$ cat src/include/ctsw_pkg.sv
`default_nettype none
package ctsw_pkg;
    // ----------------------------------------------------------------
    // Register port and word indices
    // ----------------------------------------------------------------
    localparam int          DW             = 32;
    localparam int          AW             = 6;
    localparam logic [5:0]  ADR_CTICK_CTRL = 6'h00;
    localparam logic [5:0]  ADR_CTICK_CNT  = 6'h01;
    localparam logic [5:0]  ADR_FTICK      = 6'h02;
    localparam logic [5:0]  ADR_PLL        = 6'h03;
    localparam logic [5:0]  ADR_DBL        = 6'h04;
    localparam logic [5:0]  ADR_MAIN_OSC   = 6'h05;
    localparam logic [5:0]  ADR_DIV_BASE   = 6'h08;
    // ----------------------------------------------------------------
    // Field positions
    // ----------------------------------------------------------------
    localparam int CT_CLR_BIT   = 0;
    localparam int CT_INTEN_BIT = 1;
    localparam int CT_WAKE_BIT  = 2;
    localparam int CT_TAP_LSB   = 4;
    localparam int FT_INTEN_BIT = 8;
    localparam int FT_CNT_LSB   = 16;
    localparam int PLL_LOCK_BIT = 16;
    localparam int DBL_RDY_BIT  = 3;
    localparam int MO_USB_BIT   = 3;
    localparam int MO_TRIM_LSB  = 8;
    localparam int DIV_SRC_LSB  = 16;
    // ----------------------------------------------------------------
    // Sizes
    // ----------------------------------------------------------------
    localparam int NUM_DIV   = 14;
    localparam int BUS_IDX   = 12;
    localparam int CPU_IDX   = 13;
    localparam int CPU_DIV_W = 4;
    localparam int DIV_W     = 16;
    localparam int CTICK_W   = 13;
    localparam int FTICK_W   = 5;
    localparam int NUM_FREQ  = 6;
    // ----------------------------------------------------------------
    // Timing
    // ----------------------------------------------------------------
    localparam int CLK_NS        = 8;
    localparam int LS_HALF_NS    = 5000;
    localparam int LS_HALF_CYC   = LS_HALF_NS / CLK_NS;
    localparam int THIRD_HALVES  = 3;
    localparam int SLOW_HALVES   = 100;
    localparam int PLL_LOCK_NS   = 250000;
    localparam int PLL_LOCK_CYC  = PLL_LOCK_NS / CLK_NS;
    localparam int DBL_START_NS  = 1000;
    localparam int DBL_START_CYC = DBL_START_NS / CLK_NS;
    localparam int WATCH_DIV     = 32768;
    // ----------------------------------------------------------------
    // Reset values
    // ----------------------------------------------------------------
    localparam logic [3:0]  CT_TAP_RST    = 4'h0;
    localparam logic [4:0]  FT_TC_RST     = 5'h1F;
    localparam logic [2:0]  MO_FREQ_RST   = 3'h0;
    localparam logic [15:0] DIV_RATIO_RST = 16'h0001;
    // Factory trims per frequency step; values are arbitrary
    localparam logic [7:0] MAIN_TRIM [NUM_FREQ] = '{8'h80, 8'h84, 8'h88, 8'h8C, 8'h90, 8'h94};

    typedef enum logic [1:0] {
        PLL_OFF    = 2'b00,
        PLL_ACQ    = 2'b01,
        PLL_LOCKED = 2'b10
    } ctsw_pll_state_type;

    typedef struct packed {
        logic        en;
        logic [1:0]  ref_sel;
        logic [5:0]  fb_div;
        logic [5:0]  in_div;
    } ctsw_pll_cfg_type;

    typedef struct packed {
        logic [2:0]  src;
        logic [15:0] ratio;
    } ctsw_div_cfg_type;
endpackage
`default_nettype wire

$ cat src/rtl/ctsw_top.sv
// Decided for this implementation: the address-and-strobe port and the register addresses.
`timescale 1ns/10ps
`default_nettype none
module ctsw_top #(
    parameter int PLL_LOCK_CYC = ctsw_pkg::PLL_LOCK_CYC,
    parameter int LS_HALF_CYC  = ctsw_pkg::LS_HALF_CYC
) (
    input  wire logic                        sys_clk_i,
    input  wire logic                        srst_i,
    input  wire logic [ctsw_pkg::AW-1:0]     addr_i,
    input  wire logic [ctsw_pkg::DW-1:0]     wdata_i,
    input  wire logic                        wr_i,
    input  wire logic                        rd_i,
    output logic      [ctsw_pkg::DW-1:0]     rdata_o,
    input  wire logic                        hibernate_i,
    input  wire logic                        debug_halt_i,
    input  wire logic [7:0]                  src_tick_i,
    input  wire logic                        usb_trim_up_i,
    input  wire logic                        usb_trim_dn_i,
    input  wire logic                        watch_tick_i,
    output logic                             slow_tick_clock_o,
    output logic                             third_rate_clock_o,
    output logic                             low_power_master_clock_o,
    output logic                             ctick_int_o,
    output logic                             ctick_wake_o,
    output logic                             ftick_int_o,
    output ctsw_pkg::ctsw_pll_cfg_type       pll_cfg_o,
    output logic                             pll_lock_o,
    output logic                             pll_out_valid_o,
    output logic                             dbl_en_o,
    output logic      [1:0]                  dbl_src_o,
    output logic                             dbl_ready_o,
    output logic      [2:0]                  main_osc_freq_o,
    output logic      [7:0]                  main_osc_trim_o,
    output logic                             sleep_tick_o,
    output logic                             rtc_sec_o,
    output logic      [ctsw_pkg::NUM_DIV-1:0] div_clk_o
);
    localparam int PW = $clog2(LS_HALF_CYC + 1);
    localparam int LW = $clog2(PLL_LOCK_CYC + 1);
    localparam int CW = ctsw_pkg::CTICK_W;
    localparam int FW = ctsw_pkg::FTICK_W;

    // ----------------------------------------------------------------
    // Register decode
    // ----------------------------------------------------------------
    wire logic wr_ct  = wr_i && (addr_i == ctsw_pkg::ADR_CTICK_CTRL);
    wire logic wr_ft  = wr_i && (addr_i == ctsw_pkg::ADR_FTICK);
    wire logic wr_pll = wr_i && (addr_i == ctsw_pkg::ADR_PLL);
    wire logic wr_dbl = wr_i && (addr_i == ctsw_pkg::ADR_DBL);
    wire logic wr_mo  = wr_i && (addr_i == ctsw_pkg::ADR_MAIN_OSC);

    // ----------------------------------------------------------------
    // Low-speed oscillator taps
    // ----------------------------------------------------------------
    logic [PW-1:0] pre_reg;
    logic [1:0]    third_cnt_reg;
    logic [6:0]    slow_cnt_reg;
    logic          lp_clk_reg;
    logic          third_clk_reg;
    logic          slow_clk_reg;

    wire logic half_tick = (pre_reg == PW'(LS_HALF_CYC - 1));
    wire logic tick_100k = half_tick && !lp_clk_reg;
    wire logic third_wrap = half_tick && (third_cnt_reg == 2'(ctsw_pkg::THIRD_HALVES - 1));
    wire logic slow_wrap = half_tick && (slow_cnt_reg == 7'(ctsw_pkg::SLOW_HALVES - 1));
    wire logic tick_1k = slow_wrap && !slow_clk_reg;

    always_ff @(posedge sys_clk_i) begin
        if (srst_i) begin
            pre_reg       <= '0;
            third_cnt_reg <= 2'h0;
            slow_cnt_reg  <= 7'h00;
            lp_clk_reg    <= 1'b0;
            third_clk_reg <= 1'b0;
            slow_clk_reg  <= 1'b0;
        end else begin
            pre_reg <= half_tick ? '0 : pre_reg + PW'(1);
            if (half_tick) begin
                lp_clk_reg    <= !lp_clk_reg;
                third_cnt_reg <= third_wrap ? 2'h0 : third_cnt_reg + 2'h1;
                slow_cnt_reg  <= slow_wrap ? 7'h00 : slow_cnt_reg + 7'h01;
            end
            // Toggle every third half period: 33 kHz at even duty
            if (third_wrap) begin
                third_clk_reg <= !third_clk_reg;
            end
            if (slow_wrap) begin
                slow_clk_reg <= !slow_clk_reg;
            end
        end
    end

    assign low_power_master_clock_o = lp_clk_reg;
    assign third_rate_clock_o       = third_clk_reg;
    assign slow_tick_clock_o        = slow_clk_reg;

    // ----------------------------------------------------------------
    // Central tick counter
    // ----------------------------------------------------------------
    logic [CW-1:0] ctick_reg;
    logic [3:0]    ctick_tap_reg;
    logic          ctick_inten_reg;
    logic          ctick_wake_reg;
    logic          ctick_int_reg;
    logic          ctick_wk_reg;

    wire logic ctick_run = !hibernate_i && !debug_halt_i;
    wire logic ctick_clr = wr_ct && wdata_i[ctsw_pkg::CT_CLR_BIT];
    wire logic ctick_adv = tick_1k && ctick_run && !ctick_clr;
    wire logic [CW-1:0] ctick_inc = ctick_reg + CW'(1);
    wire logic [CW:0] tap_one = (CW+1)'(1) << ctick_tap_reg;
    wire logic [CW-1:0] tap_mask = CW'(tap_one - (CW+1)'(1));
    wire logic ctick_evt = ctick_adv && ((ctick_inc & tap_mask) == '0);

    always_ff @(posedge sys_clk_i) begin
        if (srst_i) begin
            ctick_reg       <= '0;
            ctick_tap_reg   <= ctsw_pkg::CT_TAP_RST;
            ctick_inten_reg <= 1'b0;
            ctick_wake_reg  <= 1'b0;
            ctick_int_reg   <= 1'b0;
            ctick_wk_reg    <= 1'b0;
        end else begin
            if (ctick_clr) begin
                ctick_reg <= '0;
            end else if (ctick_adv) begin
                ctick_reg <= ctick_inc;
            end
            if (wr_ct) begin
                ctick_inten_reg <= wdata_i[ctsw_pkg::CT_INTEN_BIT];
                ctick_wake_reg  <= wdata_i[ctsw_pkg::CT_WAKE_BIT];
                ctick_tap_reg   <= wdata_i[ctsw_pkg::CT_TAP_LSB +: 4];
            end
            ctick_int_reg <= ctick_evt && ctick_inten_reg;
            ctick_wk_reg  <= ctick_evt && ctick_wake_reg;
        end
    end

    assign ctick_int_o  = ctick_int_reg;
    assign ctick_wake_o = ctick_wk_reg;

    // ----------------------------------------------------------------
    // Fast tick counter
    // ----------------------------------------------------------------
    logic [FW-1:0] ftick_reg;
    logic [FW-1:0] ftick_tc_reg;
    logic          ftick_inten_reg;
    logic          ftick_int_reg;

    // Compare with >= so a lowered terminal count never runs away
    wire logic ftick_term = (ftick_reg >= ftick_tc_reg);

    always_ff @(posedge sys_clk_i) begin
        if (srst_i) begin
            ftick_reg       <= '0;
            ftick_tc_reg    <= ctsw_pkg::FT_TC_RST;
            ftick_inten_reg <= 1'b0;
            ftick_int_reg   <= 1'b0;
        end else begin
            if (tick_100k) begin
                ftick_reg <= ftick_term ? '0 : ftick_reg + FW'(1);
            end
            if (wr_ft) begin
                ftick_tc_reg    <= wdata_i[FW-1:0];
                ftick_inten_reg <= wdata_i[ctsw_pkg::FT_INTEN_BIT];
            end
            ftick_int_reg <= tick_100k && ftick_term && ftick_inten_reg;
        end
    end

    assign ftick_int_o = ftick_int_reg;

    // ----------------------------------------------------------------
    // Frequency synthesiser control
    // ----------------------------------------------------------------
    ctsw_pkg::ctsw_pll_cfg_type   pll_cfg_reg;
    ctsw_pkg::ctsw_pll_state_type pll_state_reg;
    ctsw_pkg::ctsw_pll_state_type pll_state_next;
    logic [LW-1:0]                pll_cnt_reg;

    wire ctsw_pkg::ctsw_pll_cfg_type pll_wcfg = wdata_i[14:0];
    wire logic pll_done = (pll_cnt_reg == LW'(PLL_LOCK_CYC - 1));

    // A config write with en set restarts acquisition; firmware turns it off
    // before low-power entry, which simply lands in the off state.
    always_comb begin
        pll_state_next = pll_state_reg;
        unique case (pll_state_reg)
            ctsw_pkg::PLL_OFF:    pll_state_next = pll_state_reg;
            ctsw_pkg::PLL_ACQ:    if (pll_done) pll_state_next = ctsw_pkg::PLL_LOCKED;
            ctsw_pkg::PLL_LOCKED: pll_state_next = pll_state_reg;
            default:              pll_state_next = ctsw_pkg::PLL_OFF;
        endcase
        if (wr_pll) begin
            pll_state_next = pll_wcfg.en ? ctsw_pkg::PLL_ACQ : ctsw_pkg::PLL_OFF;
        end
    end

    always_ff @(posedge sys_clk_i) begin
        if (srst_i) begin
            pll_cfg_reg   <= '0;
            pll_state_reg <= ctsw_pkg::PLL_OFF;
            pll_cnt_reg   <= '0;
        end else begin
            if (wr_pll) begin
                pll_cfg_reg <= pll_wcfg;
            end
            pll_state_reg <= pll_state_next;
            if (wr_pll || pll_state_reg != ctsw_pkg::PLL_ACQ) begin
                pll_cnt_reg <= '0;
            end else if (!pll_done) begin
                pll_cnt_reg <= pll_cnt_reg + LW'(1);
            end
        end
    end

    assign pll_cfg_o       = pll_cfg_reg;
    assign pll_lock_o      = (pll_state_reg == ctsw_pkg::PLL_LOCKED);
    assign pll_out_valid_o = pll_lock_o;

    // ----------------------------------------------------------------
    // Doubler and main oscillator
    // ----------------------------------------------------------------
    logic       dbl_en_reg;
    logic [1:0] dbl_src_reg;
    logic [7:0] dbl_cnt_reg;
    logic [2:0] mo_freq_reg;
    logic       mo_usb_reg;
    logic [7:0] mo_trim_reg;

    wire logic dbl_rdy = (dbl_cnt_reg == 8'(ctsw_pkg::DBL_START_CYC));
    wire logic [2:0] mo_wfreq = (wdata_i[2:0] > 3'(ctsw_pkg::NUM_FREQ - 1))
                              ? 3'(ctsw_pkg::NUM_FREQ - 1) : wdata_i[2:0];
    wire logic trim_up = mo_usb_reg && usb_trim_up_i && (mo_trim_reg != 8'hFF);
    wire logic trim_dn = mo_usb_reg && usb_trim_dn_i && (mo_trim_reg != 8'h00);

    always_ff @(posedge sys_clk_i) begin
        if (srst_i) begin
            dbl_en_reg  <= 1'b0;
            dbl_src_reg <= 2'h0;
            dbl_cnt_reg <= 8'h00;
            mo_freq_reg <= ctsw_pkg::MO_FREQ_RST;
            mo_usb_reg  <= 1'b0;
            mo_trim_reg <= ctsw_pkg::MAIN_TRIM[0];
        end else begin
            if (wr_dbl) begin
                dbl_en_reg  <= wdata_i[0];
                dbl_src_reg <= wdata_i[2:1];
            end
            if (wr_dbl || !dbl_en_reg) begin
                dbl_cnt_reg <= 8'h00;
            end else if (!dbl_rdy) begin
                dbl_cnt_reg <= dbl_cnt_reg + 8'h01;
            end
            if (wr_mo) begin
                mo_freq_reg <= mo_wfreq;
                mo_usb_reg  <= wdata_i[ctsw_pkg::MO_USB_BIT];
                mo_trim_reg <= ctsw_pkg::MAIN_TRIM[mo_wfreq];
            end else if (trim_up && !trim_dn) begin
                mo_trim_reg <= mo_trim_reg + 8'h01;
            end else if (trim_dn && !trim_up) begin
                mo_trim_reg <= mo_trim_reg - 8'h01;
            end
        end
    end

    assign dbl_en_o        = dbl_en_reg;
    assign dbl_src_o       = dbl_src_reg;
    assign dbl_ready_o     = dbl_en_reg && dbl_rdy;
    assign main_osc_freq_o = mo_freq_reg;
    assign main_osc_trim_o = mo_trim_reg;

    // ----------------------------------------------------------------
    // Watch crystal second tick
    // ----------------------------------------------------------------
    logic [14:0] watch_cnt_reg;
    logic        sleep_tick_reg;
    logic        rtc_sec_reg;

    wire logic watch_wrap = watch_tick_i && (watch_cnt_reg == 15'(ctsw_pkg::WATCH_DIV - 1));

    always_ff @(posedge sys_clk_i) begin
        if (srst_i) begin
            watch_cnt_reg  <= 15'h0000;
            sleep_tick_reg <= 1'b0;
            rtc_sec_reg    <= 1'b0;
        end else begin
            if (watch_tick_i) begin
                watch_cnt_reg <= watch_cnt_reg + 15'h0001;
            end
            sleep_tick_reg <= watch_tick_i;
            rtc_sec_reg    <= watch_wrap;
        end
    end

    assign sleep_tick_o = sleep_tick_reg;
    assign rtc_sec_o    = rtc_sec_reg;

    // ----------------------------------------------------------------
    // Clock dividers
    // ----------------------------------------------------------------
    ctsw_pkg::ctsw_div_cfg_type div_cfg_reg [ctsw_pkg::NUM_DIV];
    logic [15:0]                div_rd      [ctsw_pkg::NUM_DIV];

    genvar gi;
    generate
        for (gi = 0; gi < ctsw_pkg::NUM_DIV; gi++) begin : g_div
            logic [15:0] cnt_reg;
            logic        clk_reg;
            wire logic   wr_d = wr_i && (addr_i == ctsw_pkg::ADR_DIV_BASE + 6'(gi));
            // CPU divider keeps only its low nibble; code 0 acts as 1
            wire logic [15:0] raw = (gi == ctsw_pkg::CPU_IDX)
                ? {12'h000, div_cfg_reg[gi].ratio[ctsw_pkg::CPU_DIV_W-1:0]}
                : div_cfg_reg[gi].ratio;
            wire logic [15:0] last = (raw == 16'h0000) ? 16'h0001 : raw;
            wire logic [16:0] half = (17'(last) + 17'h00001) >> 1;
            wire logic        stb  = src_tick_i[div_cfg_reg[gi].src];
            wire logic [15:0] nxt  = (cnt_reg >= last) ? 16'h0000 : cnt_reg + 16'h0001;

            always_ff @(posedge sys_clk_i) begin
                if (srst_i) begin
                    div_cfg_reg[gi] <= '{src: 3'h0, ratio: ctsw_pkg::DIV_RATIO_RST};
                    cnt_reg         <= 16'h0000;
                    clk_reg         <= 1'b0;
                end else begin
                    if (wr_d) begin
                        div_cfg_reg[gi] <= wdata_i[18:0];
                    end
                    if (stb) begin
                        cnt_reg <= nxt;
                        clk_reg <= (17'(nxt) < half);
                    end
                end
            end

            assign div_clk_o[gi] = clk_reg;
            assign div_rd[gi]    = raw;
        end
    endgenerate

    // ----------------------------------------------------------------
    // Read mux
    // ----------------------------------------------------------------
    logic [ctsw_pkg::DW-1:0] rdata_next;
    logic [ctsw_pkg::DW-1:0] rdata_reg;

    wire logic [5:0] div_idx = addr_i - ctsw_pkg::ADR_DIV_BASE;
    wire logic div_hit = (addr_i >= ctsw_pkg::ADR_DIV_BASE)
                      && (div_idx < 6'(ctsw_pkg::NUM_DIV));

    always_comb begin
        rdata_next = '0;
        if (div_hit) begin
            rdata_next[15:0] = div_rd[4'(div_idx)];
            rdata_next[ctsw_pkg::DIV_SRC_LSB +: 3] = div_cfg_reg[4'(div_idx)].src;
        end else begin
            unique case (addr_i)
                ctsw_pkg::ADR_CTICK_CTRL: begin
                    rdata_next[ctsw_pkg::CT_INTEN_BIT]    = ctick_inten_reg;
                    rdata_next[ctsw_pkg::CT_WAKE_BIT]     = ctick_wake_reg;
                    rdata_next[ctsw_pkg::CT_TAP_LSB +: 4] = ctick_tap_reg;
                end
                ctsw_pkg::ADR_CTICK_CNT: rdata_next[CW-1:0] = ctick_reg;
                ctsw_pkg::ADR_FTICK: begin
                    rdata_next[FW-1:0]                     = ftick_tc_reg;
                    rdata_next[ctsw_pkg::FT_INTEN_BIT]     = ftick_inten_reg;
                    rdata_next[ctsw_pkg::FT_CNT_LSB +: FW] = ftick_reg;
                end
                ctsw_pkg::ADR_PLL: begin
                    rdata_next[14:0]                   = pll_cfg_reg;
                    rdata_next[ctsw_pkg::PLL_LOCK_BIT] = pll_lock_o;
                end
                ctsw_pkg::ADR_DBL: begin
                    rdata_next[2:0]                   = {dbl_src_reg, dbl_en_reg};
                    rdata_next[ctsw_pkg::DBL_RDY_BIT] = dbl_ready_o;
                end
                ctsw_pkg::ADR_MAIN_OSC: begin
                    rdata_next[2:0]                        = mo_freq_reg;
                    rdata_next[ctsw_pkg::MO_USB_BIT]       = mo_usb_reg;
                    rdata_next[ctsw_pkg::MO_TRIM_LSB +: 8] = mo_trim_reg;
                end
                default: rdata_next = '0;
            endcase
        end
    end

    always_ff @(posedge sys_clk_i) begin
        if (srst_i) begin
            rdata_reg <= '0;
        end else begin
            rdata_reg <= rd_i ? rdata_next : '0;
        end
    end

    assign rdata_o = rdata_reg;
endmodule
`default_nettype wire

$ cat config.mk
export PLATFORM = sky130hd
export DESIGN_NAME = ctsw_top
export DESIGN_NICKNAME = d
export VERILOG_FILES = /design/src/include/ctsw_pkg.sv /design/src/rtl/ctsw_top.sv
export SDC_FILE = /design/constraint.sdc
export NUM_CORES = 2
export LEC_CHECK = 0
export ABC_AREA = 1
export ABC_CLOCK_PERIOD_IN_PS = 3100
export BUFFER_PORTS_ARGS = -buffer_cell sky130_fd_sc_hd__buf_4
export CORE_MARGIN = 2
export CORE_UTILIZATION = 45
export CTS_BUF_LIST = sky130_fd_sc_hd__clkbuf_8
export CTS_CLUSTER_DIAMETER = 200
export DETAILED_ROUTE_END_ITERATION = 12
export PLACE_DENSITY_LB_ADDON = 0.2
export SKIP_CTS_REPAIR_TIMING = 1
export SYNTH_ARGS = -nofsm -noshare
export SYNTH_HDL_FRONTEND = slang
export SYNTH_SLANG_ARGS = --single-unit
$ cat constraint.sdc
create_clock -name sys_clk_i -period 3.1 [get_ports sys_clk_i]
set_clock_uncertainty 0.05 [all_clocks]
set_input_delay 0.465 -clock sys_clk_i [delete_from_list [all_inputs] [get_ports sys_clk_i]]
set_output_delay 0.465 -clock sys_clk_i [all_outputs]
set_load 0.02 [all_outputs]
==> out/results.ini <==
[outcome]
status=finished with violations
violations=negative setup slack

[worst_setup_path]
critPathRequiredTime_ns=3.78
worstPathMaxFanout=6
cp-start-kind=register
slowest_delay_ns=0.42
cp-startpoint=div_cfg_reg[1][15]
arrival_ns=3.95
r2r-start=div_cfg_reg[1][15]
cp-end-kind=register
crit_chain=nor4_2, buf_4, nand3_2, nand2_2, ha_4, nand4_1, nor2_1, nor2_1, nand2_1, nand2_1, nand2_2, clkinv_4, nand3_1, inv_2, ha_4, nand2_1, nor2_1, a211oi_2, o221ai_2, nor2_1, nand2_1, a21oi_1
cp_slowest_cell=edfxtp_1
worstSetupPathType=reg -> reg

[clocking]
clock_sinks=640
cts.htree.levels=3
cts_root_buffer=clkbuf_8
clk_path_buf_depth=3
cts_tree=built
numCtsBuffers=114
insertion_delay_ns=0.80
path_clk_slew_ns=0.07

[synth]
synthFlopType=dfxtp_1
synth_common_cells=1,417 x nand2_1, 928 x inv_1, 710 x nor2_1
ys_async_sr_fraction_pct=0
yosysTopAreaCell=dfxtp_1
synth_edf_count=254
synth.most_common_cell=nand2_1
ys_ff_latch=640
ys.warnings.count=0
avgSynthCellArea_um2=6.97
synth.distinct_cells=62
synthesis.area_um2=44900
netlist.area_leader.share_pct=17.2
synthTopCellsByArea=dfxtp_1 17%, edfxtp_1 17%, ha_1 12%, nand2_1 12%, inv_1 7.8%
syn_inst=6441
yosysSeqAreaShare_pct=34.2

[place]
dpl_cell_area_um2=50800
dp_hpwl_mm=111
portBuffers=116
gp_congestion=1.04
place_inst=8201

[sta]
finalCritPeriodShare_pct=105
fin_ws_ns=-0.165
fmax_ghz=0.306
relSlewSlack_pct=19.8
report.final.slew_viol_count=0
setup_viol=6
hold_violations=0
tightest_slew_ns=1.20
finalCriticalPeriod_ns=3.26
rsz0062_at_grt=yes

[layout]
fillCellCount=9370
largest_reg_flops=254
nets=7596
multi_input_area_um2=27000
stdcell_area_um2=56000
layout.cells.non_filler=8481
drive_above_1_share_pct=21.1
area_growth_pct=24.8
seqCellArea_um2=15400

[power_and_ir_drop]
vdd_drop_max_v=0.000320
power_density_nw_per_um2=428
p_leak_nw=26.3

[routing]
viasPerCell=5.39
drt_iter0_markers=4003
drt-wirelength-per-cell_um=17.8
via_count=45700
drc=0
drt-pass1-iter-count=6
routed_wl_mm=151
ant_nets=0

[floorplan]
die_w_um=320
die-height_um=320
ios=141
design.die.area_um2=102000
num_rows=115
core_area_um2=98700
initial_core_util_pct=45.5

[min_path]
hold_path.class=in -> reg
hp-start=hibernate_i

[global_route]
grt_remaining_overflow=0
grt_pass1_wl_mm=226
grt_pass1_vias=41700
antenna_found_initial=7
grt_max_degree=45
grt.total_usage_pct=28.0

[flow_run]
cap_violations=0

## metrics by stage
stage / util, % / total power, W / setup TNS (ns) / setup WS, ns / hold WS, ns
5_1_grt: 56.8 / 0.0251 / -2.83 / -0.422 / 0.0913
6_report: 56.8 / 0.0240 / -0.291 / -0.165 / 0.100
2_1_floorplan: - / 0.0127 / 0 / 0.0281 / 0.367
3_3_place_gp: 51.5 / 0.0146 / -0.688 / -0.196 / 0.378
3_5_place_dp: 51.5 / 0.0148 / -0.965 / -0.192 / 0.379
4_1_cts: 54.0 / 0.0234 / -1.31 / -0.224 / -0.191
## path summary, 6_finish.rpt
path	depth (start not counted)	slack, ns	endpoint
setup / recovery	22	-0.16	g_div[1].clk_reg
setup reg to reg	22	-0.16	g_div[1].clk_reg
hold reg to reg	2	0.39	g_div[13].cnt_reg[10]
hold / removal	4	0.10	ctick_reg[0]
## worst max-delay path: cells and delay by family (launching register included)
kind	cells	cell delay, ns
buf+inv	3	0.39
simple gates	14	1.46
fa+ha+maj	2	0.40
flops	1	0.42
compound gates	3	0.50
## power breakdown
group          switching [W]  internal (W)  leakage (nW)  total [W]
sequential          0.000498       0.00921          5.57    0.00971
clock                0.00399       0.00469          1.37    0.00868
combinational        0.00341       0.00218          19.3    0.00558
total                0.00789        0.0161          26.3     0.0240
## area by class of cell
cell class | count | area share [%]
multi-input cells | 4585 | 48.2
clock inverters | 79 | 1.06
clock buffers | 136 | 3.34
flip-flops and latches | 640 | 27.4
repair buffers | 714 | 10.1
inverters | 1037 | 7.06
well taps | 1287 | 2.87
diodes | 3 | 0.0134
## routing by layer
metal  global-route usage, %  part of all wire [%]  vias to the layer above
li1                        -                     -                    22600
met1                    36.1                    41                    21000
met2                    45.6                    45                     1763
met3                    5.53                   9.1                      392
met4                    12.5                   4.9                        6
met5                       0                 0.024                        -
## placed cells by master (no fill, tap or decap), types with 21 or more instances in the layout
| cell type | count |
|---|---|
| nand2_2 | 63 |
| nor3_1 | 81 |
| clkinv_2 | 27 |
| or2_2 | 21 |
| o21ai_2 | 21 |
| o22ai_1 | 54 |
| nand3_2 | 50 |
| inv_1 | 897 |
| a22oi_1 | 25 |
| nor3_2 | 27 |
| nand3_1 | 222 |
| a21oi_2 | 52 |
| o21ai_1 | 56 |
| edfxtp_1 | 254 |
| nand2_1 | 1353 |
| a21oi_1 | 471 |
| ha_1 | 400 |
| nor2_1 | 654 |
| o21ai_0 | 464 |
| buf_4 | 670 |
| xor2_1 | 62 |
| nor4_1 | 29 |
| nand4_1 | 115 |
| dfxtp_1 | 379 |
| ha_4 | 42 |
| nor2_2 | 86 |
| clkbuf_8 | 136 |
| inv_2 | 146 |
## logic make-up (layout without fill, tap and decap cells)
family / Yosys count / in the layout / share of synthesized area, %
adder cells (fa/ha/maj): 449 / 449 / 12.5
multiplexers: 1 / 1 / 0.0223
AND/OR/NAND/NOR: 2795 / 2795 / 26.3
buffers and inverters: 1226 / 1966 / 10.5
AO/OA/AOI/OAI: 1255 / 1255 / 15.0
XOR/XNOR: 74 / 74 / 1.44
other: 1 / 14 / 0.00835
flip-flops: 640 / 640 / 34.2
Note: power is estimated with default switching activity, not from simulation.
